===== src/design/nma_pkg.sv =====
// package: shared constants and carrier structs of the memory arbiter
package nma_pkg;

    // ****************************************************************
    // page map of the contactless view
    // ****************************************************************
    localparam logic [7:0] INV_PAGE_A        = 8'hEA;
    localparam logic [7:0] INV_PAGE_B        = 8'hEB;
    localparam logic [7:0] SESS_PAGE_LO      = 8'hEC;
    localparam logic [7:0] SESS_PAGE_HI      = 8'hED;
    localparam logic [7:0] MIRROR_PAGES      = 8'h10;   // 64 byte buffer, 16 pages
    localparam logic [7:0] MIRROR_BLOCK_PAGES = 8'h04;  // pages per mirror block step
    localparam logic [1:0] SECTOR_ZERO       = 2'h0;

    // ****************************************************************
    // reset values
    // ****************************************************************
    localparam logic       LOCK_RESET        = 1'b0;
    localparam logic       FLAG_RESET        = 1'b0;

    // ****************************************************************
    // timing
    // ****************************************************************
    localparam int unsigned CLK_HZ           = 10_000_000;
    localparam int unsigned WDT_US           = 20_000;   // host watchdog, microseconds
    localparam int unsigned WDT_CYCLES       = (WDT_US / 1000) * (CLK_HZ / 1000);

    // ****************************************************************
    // contactless command classes
    // ****************************************************************
    typedef enum logic [2:0] {
        NMA_CMD_READ,
        NMA_CMD_WRITE,
        NMA_CMD_SECTOR_SELECT,
        NMA_CMD_HALT,
        NMA_CMD_OTHER
    } nma_cmd_e;

    // contactless state machine states as seen by the arbiter
    typedef enum logic [1:0] {
        NMA_RF_IDLE,
        NMA_RF_HALT,
        NMA_RF_ACTIVE,
        NMA_RF_AUTH
    } nma_rf_state_e;

    // contactless request carrier
    typedef struct packed {
        logic          valid;
        nma_cmd_e      cmd;
        logic [1:0]    sector;
        logic [7:0]    page;
    } nma_rf_req_s;

    // host request carrier
    typedef struct packed {
        logic          addr_match;   // own slave address after start
        logic          valid;        // read or write command
        logic          is_register;  // register read/write command
        logic          is_write;
        logic          stop;         // end of host sequence
        logic          unlock;       // host clears its lock bit
    } nma_host_req_s;

    // mirror and protection configuration
    typedef struct packed {
        logic          passthrough_enable;
        logic          mirror_enable;
        logic [7:0]    mirror_block;
        logic          auth_enabled;
        logic          buffer_password_protect;
        logic          authenticated;
        logic          vcc_present;
        logic [7:0]    last_message_block;
    } nma_cfg_s;

    // contactless answer
    typedef struct packed {
        logic          ack;
        logic          nak;
        logic          to_buffer;
        logic [3:0]    buffer_page;
        logic          read_only;
    } nma_rf_ans_s;

endpackage


===== src/design/nma_arbiter.sv =====
// memory arbiter between contactless and two-wire host interfaces
`timescale 1ns/1ps

module nma_arbiter #(
    parameter int unsigned WDT_CYCLES = nma_pkg::WDT_CYCLES
) (
    input  wire logic                   core_clk,
    input  wire logic                   reset,
    input  nma_pkg::nma_cfg_s           cfg,
    input  nma_pkg::nma_rf_state_e      rf_state,
    input  nma_pkg::nma_rf_req_s        rf_req,
    input  wire logic                   rf_done,
    input  wire logic                   field_present,
    input  wire logic [15:0]            page_locked,
    input  nma_pkg::nma_host_req_s      host_req,
    input  wire logic                   message_flag_clear,
    output nma_pkg::nma_rf_ans_s        rf_ans,
    output logic                        host_ack,
    output logic                        host_nack,
    output logic                        host_lock_flag,
    output logic                        contactless_lock_flag,
    output logic                        message_read_flag,
    output logic [2:0]                  arbitration_status_register
);

    // ****************************************************************
    // state
    // ****************************************************************
    typedef struct packed {
        logic                 host_lock;
        logic                 rf_lock;
        logic                 msg_read;
        nma_pkg::nma_rf_ans_s rf_ans;
        logic                 host_ack;
        logic                 host_nack;
    } nma_arb_s;

    nma_arb_s st;
    nma_arb_s next_st;

    logic mir_hit;
    logic [3:0] mir_page;
    logic mir_ro;
    logic mir_auth;
    logic wdt_expired;

    logic rf_mem_cmd;
    logic rf_session;
    logic rf_invalid;
    logic rf_claim;
    logic host_claim;
    logic rf_allowed;
    logic last_page_hit;

    nma_mirror_map u_map (
        .cfg         (cfg),
        .page        (rf_req.page),
        .sector      (rf_req.sector),
        .page_locked (page_locked),
        .hit         (mir_hit),
        .buffer_page (mir_page),
        .read_only   (mir_ro),
        .needs_auth  (mir_auth)
    );

    nma_watchdog #(
        .CYCLES (WDT_CYCLES)
    ) u_wdt (
        .core_clk (core_clk),
        .reset    (reset),
        .run      (st.host_lock),
        .expired  (wdt_expired)
    );

    // ****************************************************************
    // request classification
    // ****************************************************************
    always_comb begin
        rf_mem_cmd = rf_req.valid &&
                     (rf_req.cmd == nma_pkg::NMA_CMD_READ || rf_req.cmd == nma_pkg::NMA_CMD_WRITE);
        rf_session = (rf_req.sector == nma_pkg::SECTOR_ZERO) &&
                     (rf_req.page >= nma_pkg::SESS_PAGE_LO) && (rf_req.page <= nma_pkg::SESS_PAGE_HI);
        rf_invalid = (rf_req.sector == nma_pkg::SECTOR_ZERO) &&
                     (rf_req.page == nma_pkg::INV_PAGE_A || rf_req.page == nma_pkg::INV_PAGE_B);
        rf_allowed = rf_mem_cmd && !rf_invalid && !st.host_lock && !mir_auth &&
                     !(mir_ro && rf_req.cmd == nma_pkg::NMA_CMD_WRITE);
        rf_claim   = rf_allowed && !rf_session && !cfg.passthrough_enable;
        // address match while idle or halted
        host_claim = host_req.addr_match && !cfg.passthrough_enable && !st.rf_lock && !st.host_lock &&
                     (rf_state == nma_pkg::NMA_RF_IDLE || rf_state == nma_pkg::NMA_RF_HALT);
        last_page_hit = rf_allowed && rf_req.cmd == nma_pkg::NMA_CMD_READ &&
                        rf_req.sector == nma_pkg::SECTOR_ZERO && rf_req.page == cfg.last_message_block;
    end

    // ****************************************************************
    // next state
    // ****************************************************************
    always_comb begin
        next_st = st;
        next_st.rf_ans    = '0;
        next_st.host_ack  = 1'b0;
        next_st.host_nack = 1'b0;

        if (!field_present || (rf_req.valid && rf_req.cmd == nma_pkg::NMA_CMD_HALT) || rf_done) begin
            next_st.rf_lock = 1'b0;
        end
        if (host_req.unlock || host_req.stop || wdt_expired) begin
            next_st.host_lock = 1'b0;
        end

        if (rf_claim && field_present && !st.rf_lock) begin
            next_st.rf_lock = 1'b1;
        end else if (host_claim) begin
            next_st.host_lock = 1'b1;
        end

        // contactless answer: session reads, and sector select in the active state, pass a host lock
        if (rf_req.valid) begin
            if (rf_invalid) begin
                next_st.rf_ans.nak = 1'b1;
            end else if (rf_req.cmd == nma_pkg::NMA_CMD_SECTOR_SELECT) begin
                next_st.rf_ans.ack = (rf_state == nma_pkg::NMA_RF_ACTIVE) || !st.host_lock;
                next_st.rf_ans.nak = !next_st.rf_ans.ack;
            end else if (rf_mem_cmd && rf_session && rf_req.cmd == nma_pkg::NMA_CMD_READ) begin
                next_st.rf_ans.ack = 1'b1;
            end else if (rf_allowed) begin
                next_st.rf_ans.ack = 1'b1;
            end else if (rf_req.cmd != nma_pkg::NMA_CMD_HALT) begin
                next_st.rf_ans.nak = 1'b1;
            end
            next_st.rf_ans.to_buffer   = mir_hit && rf_allowed;
            next_st.rf_ans.buffer_page = mir_page;
            next_st.rf_ans.read_only   = mir_ro;
        end

        // register reads pass a contactless lock
        if (host_req.valid) begin
            if (st.rf_lock && !(host_req.is_register && !host_req.is_write)) begin
                next_st.host_nack = 1'b1;
            end else begin
                next_st.host_ack = 1'b1;
            end
        end

        // message end read, set beats clear
        if (message_flag_clear) begin
            next_st.msg_read = nma_pkg::FLAG_RESET;
        end
        if (last_page_hit) begin
            next_st.msg_read = 1'b1;
        end
    end

    always_ff @(posedge core_clk) begin
        if (reset) begin
            st           <= '0;
            st.host_lock <= nma_pkg::LOCK_RESET;
            st.rf_lock   <= nma_pkg::LOCK_RESET;
        end else begin
            st <= next_st;
        end
    end

    // ****************************************************************
    // outputs
    // ****************************************************************
    assign rf_ans                      = st.rf_ans;
    assign host_ack                    = st.host_ack;
    assign host_nack                   = st.host_nack;
    assign host_lock_flag              = st.host_lock;
    assign contactless_lock_flag       = st.rf_lock;
    assign message_read_flag           = st.msg_read;
    assign arbitration_status_register = {st.msg_read, st.host_lock, st.rf_lock};

    // ****************************************************************
    // assertions
    // ****************************************************************
    property p_one_owner;
        @(posedge core_clk) disable iff (reset) !(st.host_lock && st.rf_lock);
    endproperty
    a_one_owner: assert property (p_one_owner) else $error("both locks set");

    property p_keep_rf;
        @(posedge core_clk) disable iff (reset)
            st.rf_lock && host_req.addr_match && !rf_done && field_present && !rf_req.valid |=> !st.host_lock;
    endproperty
    a_keep_rf: assert property (p_keep_rf) else $error("host took held memory");

    property p_host_set;
        @(posedge core_clk) disable iff (reset) host_claim && !rf_claim |=> st.host_lock;
    endproperty
    a_host_set: assert property (p_host_set) else $error("host lock not set");

    property p_field_loss;
        @(posedge core_clk) disable iff (reset) !field_present |=> !st.rf_lock;
    endproperty
    a_field_loss: assert property (p_field_loss) else $error("lock kept without field");

    property p_wdt;
        @(posedge core_clk) disable iff (reset) wdt_expired |=> !st.host_lock;
    endproperty
    a_wdt: assert property (p_wdt) else $error("watchdog did not release");

    property p_invalid_page;
        @(posedge core_clk) disable iff (reset) rf_req.valid && rf_invalid |=> rf_ans.nak && !rf_ans.ack;
    endproperty
    a_invalid_page: assert property (p_invalid_page) else $error("invalid page not refused");

    property p_host_block;
        @(posedge core_clk) disable iff (reset)
            st.host_lock && rf_mem_cmd && !rf_session |=> rf_ans.nak;
    endproperty
    a_host_block: assert property (p_host_block) else $error("memory given under host lock");

    property p_rf_block;
        @(posedge core_clk) disable iff (reset)
            st.rf_lock && host_req.valid && host_req.is_write |=> host_nack;
    endproperty
    a_rf_block: assert property (p_rf_block) else $error("host write under contactless lock");

    property p_msg;
        @(posedge core_clk) disable iff (reset) last_page_hit |=> message_read_flag;
    endproperty
    a_msg: assert property (p_msg) else $error("message flag not set");

    property p_reset_idle;
        @(posedge core_clk) $fell(reset) |-> arbitration_status_register == 3'h0;
    endproperty
    a_reset_idle: assert property (p_reset_idle) else $error("status not idle after reset");

    property p_rf_set;
        @(posedge core_clk) disable iff (reset) rf_claim && field_present && !st.rf_lock |=> st.rf_lock;
    endproperty
    a_rf_set: assert property (p_rf_set) else $error("contactless lock not set");

    property p_rf_release;
        @(posedge core_clk) disable iff (reset)
            (rf_done || (rf_req.valid && rf_req.cmd == nma_pkg::NMA_CMD_HALT)) && !rf_claim |=> !st.rf_lock;
    endproperty
    a_rf_release: assert property (p_rf_release) else $error("contactless lock not released");

    property p_host_release;
        @(posedge core_clk) disable iff (reset) (host_req.stop || host_req.unlock) && !host_claim |=> !st.host_lock;
    endproperty
    a_host_release: assert property (p_host_release) else $error("host lock kept after release");

    property p_session_read;
        @(posedge core_clk) disable iff (reset)
            rf_req.valid && rf_session && rf_req.cmd == nma_pkg::NMA_CMD_READ |=> rf_ans.ack;
    endproperty
    a_session_read: assert property (p_session_read) else $error("session read refused");

    property p_sector_nak;
        @(posedge core_clk) disable iff (reset) rf_req.valid && rf_req.cmd == nma_pkg::NMA_CMD_SECTOR_SELECT &&
            st.host_lock && rf_state != nma_pkg::NMA_RF_ACTIVE |=> rf_ans.nak;
    endproperty
    a_sector_nak: assert property (p_sector_nak) else $error("sector select passed host lock");

    property p_reg_read;
        @(posedge core_clk) disable iff (reset)
            st.rf_lock && host_req.valid && host_req.is_register && !host_req.is_write |=> host_ack;
    endproperty
    a_reg_read: assert property (p_reg_read) else $error("register read refused");

    property p_no_claim_pt;
        @(posedge core_clk) disable iff (reset)
            cfg.passthrough_enable && !st.rf_lock && !st.host_lock |=> !st.rf_lock && !st.host_lock;
    endproperty
    a_no_claim_pt: assert property (p_no_claim_pt) else $error("lock taken in pass-through");

    property p_mirror_ro;
        @(posedge core_clk) disable iff (reset)
            rf_req.valid && rf_req.cmd == nma_pkg::NMA_CMD_WRITE && mir_ro |=> rf_ans.nak;
    endproperty
    a_mirror_ro: assert property (p_mirror_ro) else $error("write to read only buffer page");

    property p_mirror_auth;
        @(posedge core_clk) disable iff (reset) rf_mem_cmd && !rf_session && mir_auth |=> rf_ans.nak;
    endproperty
    a_mirror_auth: assert property (p_mirror_auth) else $error("protected buffer without password");

endmodule


===== src/design/nma_mirror_map.sv =====
// buffer mirror address map for the contactless view
`timescale 1ns/1ps

module nma_mirror_map (
    input  nma_pkg::nma_cfg_s cfg,
    input  wire logic [7:0]   page,
    input  wire logic [1:0]   sector,
    input  wire logic [15:0]  page_locked,  // lock state of overlaid blocks, per buffer page
    output logic              hit,
    output logic [3:0]        buffer_page,
    output logic              read_only,
    output logic              needs_auth
);

    logic [7:0] base;
    logic [7:0] offset;
    logic       active;

    // mirror only in non pass-through mode and with main supply
    always_comb begin
        base   = 8'(cfg.mirror_block * nma_pkg::MIRROR_BLOCK_PAGES);
        offset = 8'(page - base);
        active = cfg.mirror_enable && !cfg.passthrough_enable && cfg.vcc_present;
        hit         = active && (sector == nma_pkg::SECTOR_ZERO) && (page >= base)
                      && (offset < nma_pkg::MIRROR_PAGES);
        buffer_page = offset[3:0];
        read_only   = hit && page_locked[offset[3:0]];
        needs_auth  = hit && cfg.auth_enabled && cfg.buffer_password_protect && !cfg.authenticated;
    end

endmodule


===== src/design/nma_watchdog.sv =====
// host lock watchdog: counts while the host holds memory
`timescale 1ns/1ps

module nma_watchdog #(
    parameter int unsigned CYCLES = nma_pkg::WDT_CYCLES
) (
    input  wire logic core_clk,
    input  wire logic reset,
    input  wire logic run,
    output logic      expired
);

    // refused at elaboration: the terminal count needs at least two states
    if (CYCLES < 2) begin : g_bad_cycles
        $error("watchdog count too small");
    end

    typedef struct packed {
        logic [31:0] count;
        logic        expired;
    } nma_wdt_s;

    nma_wdt_s st;
    nma_wdt_s next_st;

    // count up while held; expiry is a one-cycle pulse
    always_comb begin
        next_st = st;
        next_st.expired = 1'b0;
        if (!run) begin
            next_st.count = 32'h0;
        end else if (st.count == 32'(CYCLES - 1)) begin
            next_st.count   = 32'h0;
            next_st.expired = 1'b1;
        end else begin
            next_st.count = st.count + 32'h1;
        end
    end

    always_ff @(posedge core_clk) begin
        if (reset) begin
            st <= '0;
        end else begin
            st <= next_st;
        end
    end

    assign expired = st.expired;

endmodule


===== config.mk =====
export PLATFORM = sky130hd
export DESIGN_NAME = nma_arbiter
export DESIGN_NICKNAME = d
export VERILOG_FILES = /design/src/design/nma_pkg.sv /design/src/design/nma_arbiter.sv /design/src/design/nma_mirror_map.sv /design/src/design/nma_watchdog.sv
export SDC_FILE = /design/constraint.sdc
export NUM_CORES = 1
export LEC_CHECK = 0
export BUFFER_PORTS_ARGS = -buffer_cell sky130_fd_sc_hd__buf_2
export CAP_MARGIN = 20
export CORE_MARGIN = 2
export CORE_UTILIZATION = 33
export DETAILED_ROUTE_END_ITERATION = 8
export GPL_TIMING_DRIVEN = 0
export PLACE_DENSITY_LB_ADDON = 0.15
export SYNTH_ARGS = -nofsm -noshare
export SYNTH_HDL_FRONTEND = slang
export SYNTH_SLANG_ARGS = --single-unit

===== constraint.sdc =====
create_clock -name core_clk -period 4.25 [get_ports core_clk]
set_input_delay 0.425 -clock core_clk [delete_from_list [all_inputs] [get_ports core_clk]]
set_output_delay 0.425 -clock core_clk [all_outputs]
set_load 0.005 [all_outputs]

==> impl.org <==
** Clocking
- The tree built by TritonCTS fans out to 46 sinks.
- CTS max path bufs :: 2
- Clock tree synthesis inserted a total of 5 buffers.
- Clock-pin slew was measured on the worst setup and hold paths at 0.08 ns.
- TritonCTS built the clock tree.
- Buffers inserted to repair hold after CTS numbered 0.
- In this run the clock root is driven by a sky130_fd_sc_hd__clkbuf_8.
- Buffers added to address setup during post-CTS repair amount to 0.
- Skew-Pair Late Insertion Delay :: 0.30 ns
- Resized Gates After CTS :: 0
- H-tree Lvls :: 2

** Logic synthesis
- The share of the Yosys chip area taken by registers is 0.349.
- Counting every net in the synthesized netlist gives 373.
- Among all flip-flop cells after synthesis, the most frequent one is sky130_fd_sc_hd__dfxtp_1.
- The number of different library cells used by synthesis comes to 54.
- The synthesized netlist occupies a cell area of 2640 µm².
- The Yosys step of the flow raised 0 warnings.
- In the synthesized netlist the async set-or-reset flop fraction comes to 0.
- In this run, synthesis produced a sequential element count of 46.
- A synthesized cell averages 8.80 µm².
- In this run, synthesis inferred 0 flip-flops with an integrated enable.
- Synthesis produced 300 cells.

** Power and ir drop
- Across the VDD grid, the largest voltage drop is 0.134 mV.
- The share of total power dissipated in sequential elements is 0.525.
- Leak :: between 1 and 1.5 nW
- Internal Power :: 0.619 mW
- For this design the ratio of total power to cell area is approximately 260 nW/µm².
- Part of the power in the clock network :: 0.317
- Total net switching power :: 0.213 mW
- Portion of total power attributed to combinational logic :: 0.158
- Fraction of power spent switching nets :: 0.256

** Timing
- Final worst path period need :: about 2.4 ns
- Final Hold Violating Endpoints :: 0
- Summed over all failing endpoints, the final setup total negative slack is 0 ns.
- Of the available clock period, the critical path in the final layout requires 0.564.
- Timing would allow up to between 0.4 and 0.5 GHz.
- Count of final setup violators :: 0
- The final number of max-transition violations came to 0.
- Worst Max-Slew Pin Slew :: 0.527 ns
- Clk_skew :: 0.0143 ns
- Unrepaired setup endpoints after global routing :: no
- Slew margin rel. :: 0.647
- Hold_ws :: 0.346 ns

** Worst setup path
- Data on the critical path arrives at its endpoint at 2.64 ns.
- Crit path launch type :: primary input
- Worst Setup SP :: rf_req[2]
- Type of destination of the critical path :: flip-flop
- Critical path class :: in -> reg
- In this run the worst path has a maximum fanout of 5.
- CP most frequent cell :: sky130_fd_sc_hd__inv_1
- At the worst endpoint, the required time is 4.49 ns.
- R2R Path Start :: u_wdt.st[1]
- The slowest stage of the critical path is the sky130_fd_sc_hd__fa_1 cell.
- The signal on the critical path passes through buf_2, inv_1, ha_1, inv_1, fa_1, mux4_1, or2_2, nand4_1, o2111ai_2, nand2_2, a41o_1.
- On the worst path, the slowest cell contributes a delay of 0.59 ns.

** Floorplan
- Die extent in y :: 93.4 µm
- Area of the core :: 7730 µm²
- Horizontal die dimension :: 93.4 µm
- Io pins :: 81
- Starting density of the core :: 0.342
- The die covers 8730 µm².
- The floorplan has 32 rows.

** Finish
- The area growth from synthesis to layout is 22.7%.
- Fin cells :: 486
- Layout cells sized above 1 :: 0.286
- NumNets Final :: 456
- The layout has slightly below 800 filler cells.
- Number of inserted diodes :: 0

** Placed design
- Gp weighted congestion :: 0.862
- Counting tap cells, the placed design contains a total of 478 instances.
- Count of buffers inserted at the top-level ports :: 76
- Total half-perimeter wirelength after legalization and detailed placement :: 4970 µm

** Drt
- DR vias/cell :: about 4.7
- Number of search-and-repair iterations in the first detailed-routing pass :: 4
- The routed layout has 2299 vias.
- First DRT Iteration DRCs :: 70
- Drc violations :: 0
- Residual antenna-violating net count after detailed routing :: 0
- WL final :: 6120 µm
- In the final routed layout, each cell accounts on average for about 13 µm.

** GRT
- The layer flagged by global routing as most heavily used is met2.
- In the global route stage, met3 resource usage came out at 0.0346.
- For this run, the total global-route usage over all layers was measured as 0.150.
- For met2 alone, demand over resource in global routing was 0.254.
- First-pass GRT wire length :: ~10000 µm
- Maximum number of pins on one net before global-route repair :: 16
- Met1 routing resource usage after global routing :: 0.187
- Via count of the first global-routing pass :: 2274
- The initial antenna violation count came to 0.
- Total gr overflow :: 0

** Status
- Status :: completed

** Worst hold path
- Min-delay src :: field_present
- Hold crit path type :: in -> reg

** Run
- Maxcap violations :: 0
## through the flow
stage	area (µm²)	utilization	setup WS (ns)	power, mW
2_1_floorplan	2640	-	1.93	0.526
3_3_place_gp	3150	0.407	1.53	0.579
3_5_place_dp	3150	0.407	1.54	0.580
4_1_cts	3240	0.419	1.85	0.846
5_1_grt	3240	0.419	1.73	0.884
6_report	3240	0.419	1.85	0.832
## sequential cells by signal, indices dropped and copies added (netlist names)
name and count:
contactless_lock_flag 1, u_wdt.st 32, u_wdt.expired 1, rf_ans 8, host_ack 1, host_lock_flag 1
message_read_flag 1, host_nack 1
## cells in the mapped netlist, drive strengths merged (2+ instances only)
library cell | number | area [µm²]
nor2 | 52 | 195
dfxtp | 46 | 921
xor2 | 26 | 228
nand2 | 25 | 96.4
xnor2 | 14 | 123
nand3 | 12 | 60.1
inv | 11 | 41.3
nand4 | 11 | 75.1
buf | 10 | 92.6
nor4 | 10 | 77.6
a21oi | 7 | 35.0
ha | 7 | 87.6
nor3 | 7 | 45.0
and3 | 5 | 31.3
and4 | 4 | 35.0
nand2b | 4 | 25.0
a21o | 3 | 22.5
and2 | 3 | 20.0
and4b | 3 | 30.0
mux2i | 3 | 30.0
mux4 | 3 | 71.3
nor2b | 3 | 18.8
or2b | 3 | 26.3
a311oi | 2 | 17.5
a31oi | 2 | 12.5
a41o | 2 | 20.0
nand3b | 2 | 15.0
o211ai | 2 | 15.0
or2 | 2 | 12.5
## placed cells by master, fill, tap and decap left out, types with 4 or more instances in the layout
cell,Yosys,layout
sky130_fd_sc_hd__a21oi_1,7,7
sky130_fd_sc_hd__and3_1,5,5
sky130_fd_sc_hd__and4_1,4,4
sky130_fd_sc_hd__buf_2,1,77
sky130_fd_sc_hd__buf_4,6,6
sky130_fd_sc_hd__clkbuf_8,0,5
sky130_fd_sc_hd__dfxtp_1,46,46
sky130_fd_sc_hd__ha_1,7,7
sky130_fd_sc_hd__inv_1,11,11
sky130_fd_sc_hd__nand2_1,24,24
sky130_fd_sc_hd__nand2b_1,4,4
sky130_fd_sc_hd__nand3_1,12,12
sky130_fd_sc_hd__nand4_1,10,10
sky130_fd_sc_hd__nor2_1,52,52
sky130_fd_sc_hd__nor3_1,5,5
sky130_fd_sc_hd__nor4_1,9,9
sky130_fd_sc_hd__xnor2_1,14,14
sky130_fd_sc_hd__xor2_1,26,26
## logic make-up (layout without fill, tap and decap cells)
group / count (synthesis) / after routing / share of synthesized area
AOI/OAI and AO/OA: 27 / 27 / 0.0787
xor gates and xnor gates: 40 / 40 / 0.133
adders and majority gates: 8 / 8 / 0.0408
buffers and inverters: 21 / 105 / 0.0507
DFF: 46 / 46 / 0.349
muxes: 7 / 7 / 0.0441
and+or+nand+nor: 151 / 151 / 0.304
## critical path: cells and delay by family
kind | cells | cell delay, ns
compound gates | 2 | 0.31
mux | 1 | 0.30
fa+ha+maj | 2 | 0.77
buf+inv | 3 | 0.27
simple gates | 3 | 0.56
## path summary, 6_finish.rpt
kind,end,cells after the start,slack [ns]
setup / recovery,contactless_lock_flag,11,1.85
hold / removal,host_lock_flag,2,0.35
setup reg to reg,u_wdt.st[31],7,2.19
hold reg to reg,u_wdt.st[1],1,0.49
## final cells by class
type	count	area, µm²	share of cell area
clock inverters	3	21.3	0.00657
inverters	11	41.3	0.0128
multi-input cells	233	1590	0.490
plain buffers	10	92.6	0.0286
well taps	102	128	0.0394
clock buffers	5	68.8	0.0213
flip-flops and latches	46	921	0.284
repair buffers	76	380	0.117
## power by group through the flow
stage / combinational [mW] / sequential [mW] / clock, mW
finish: 0.131 / 0.437 / 0.263
global route: 0.147 / 0.438 / 0.300
CTS: 0.133 / 0.437 / 0.275
detailed placement: 0.133 / 0.447 / 0
global placement: 0.132 / 0.447 / 0
floorplan: 0.0787 / 0.447 / 0
## metal layers
layer  up-vias  share of wire
met2        46           0.49
met4         0          0.015
li1       1212              -
met1      1034           0.45
met5         -              0
met3         7          0.040
Power figures use the tool's default switching activity.
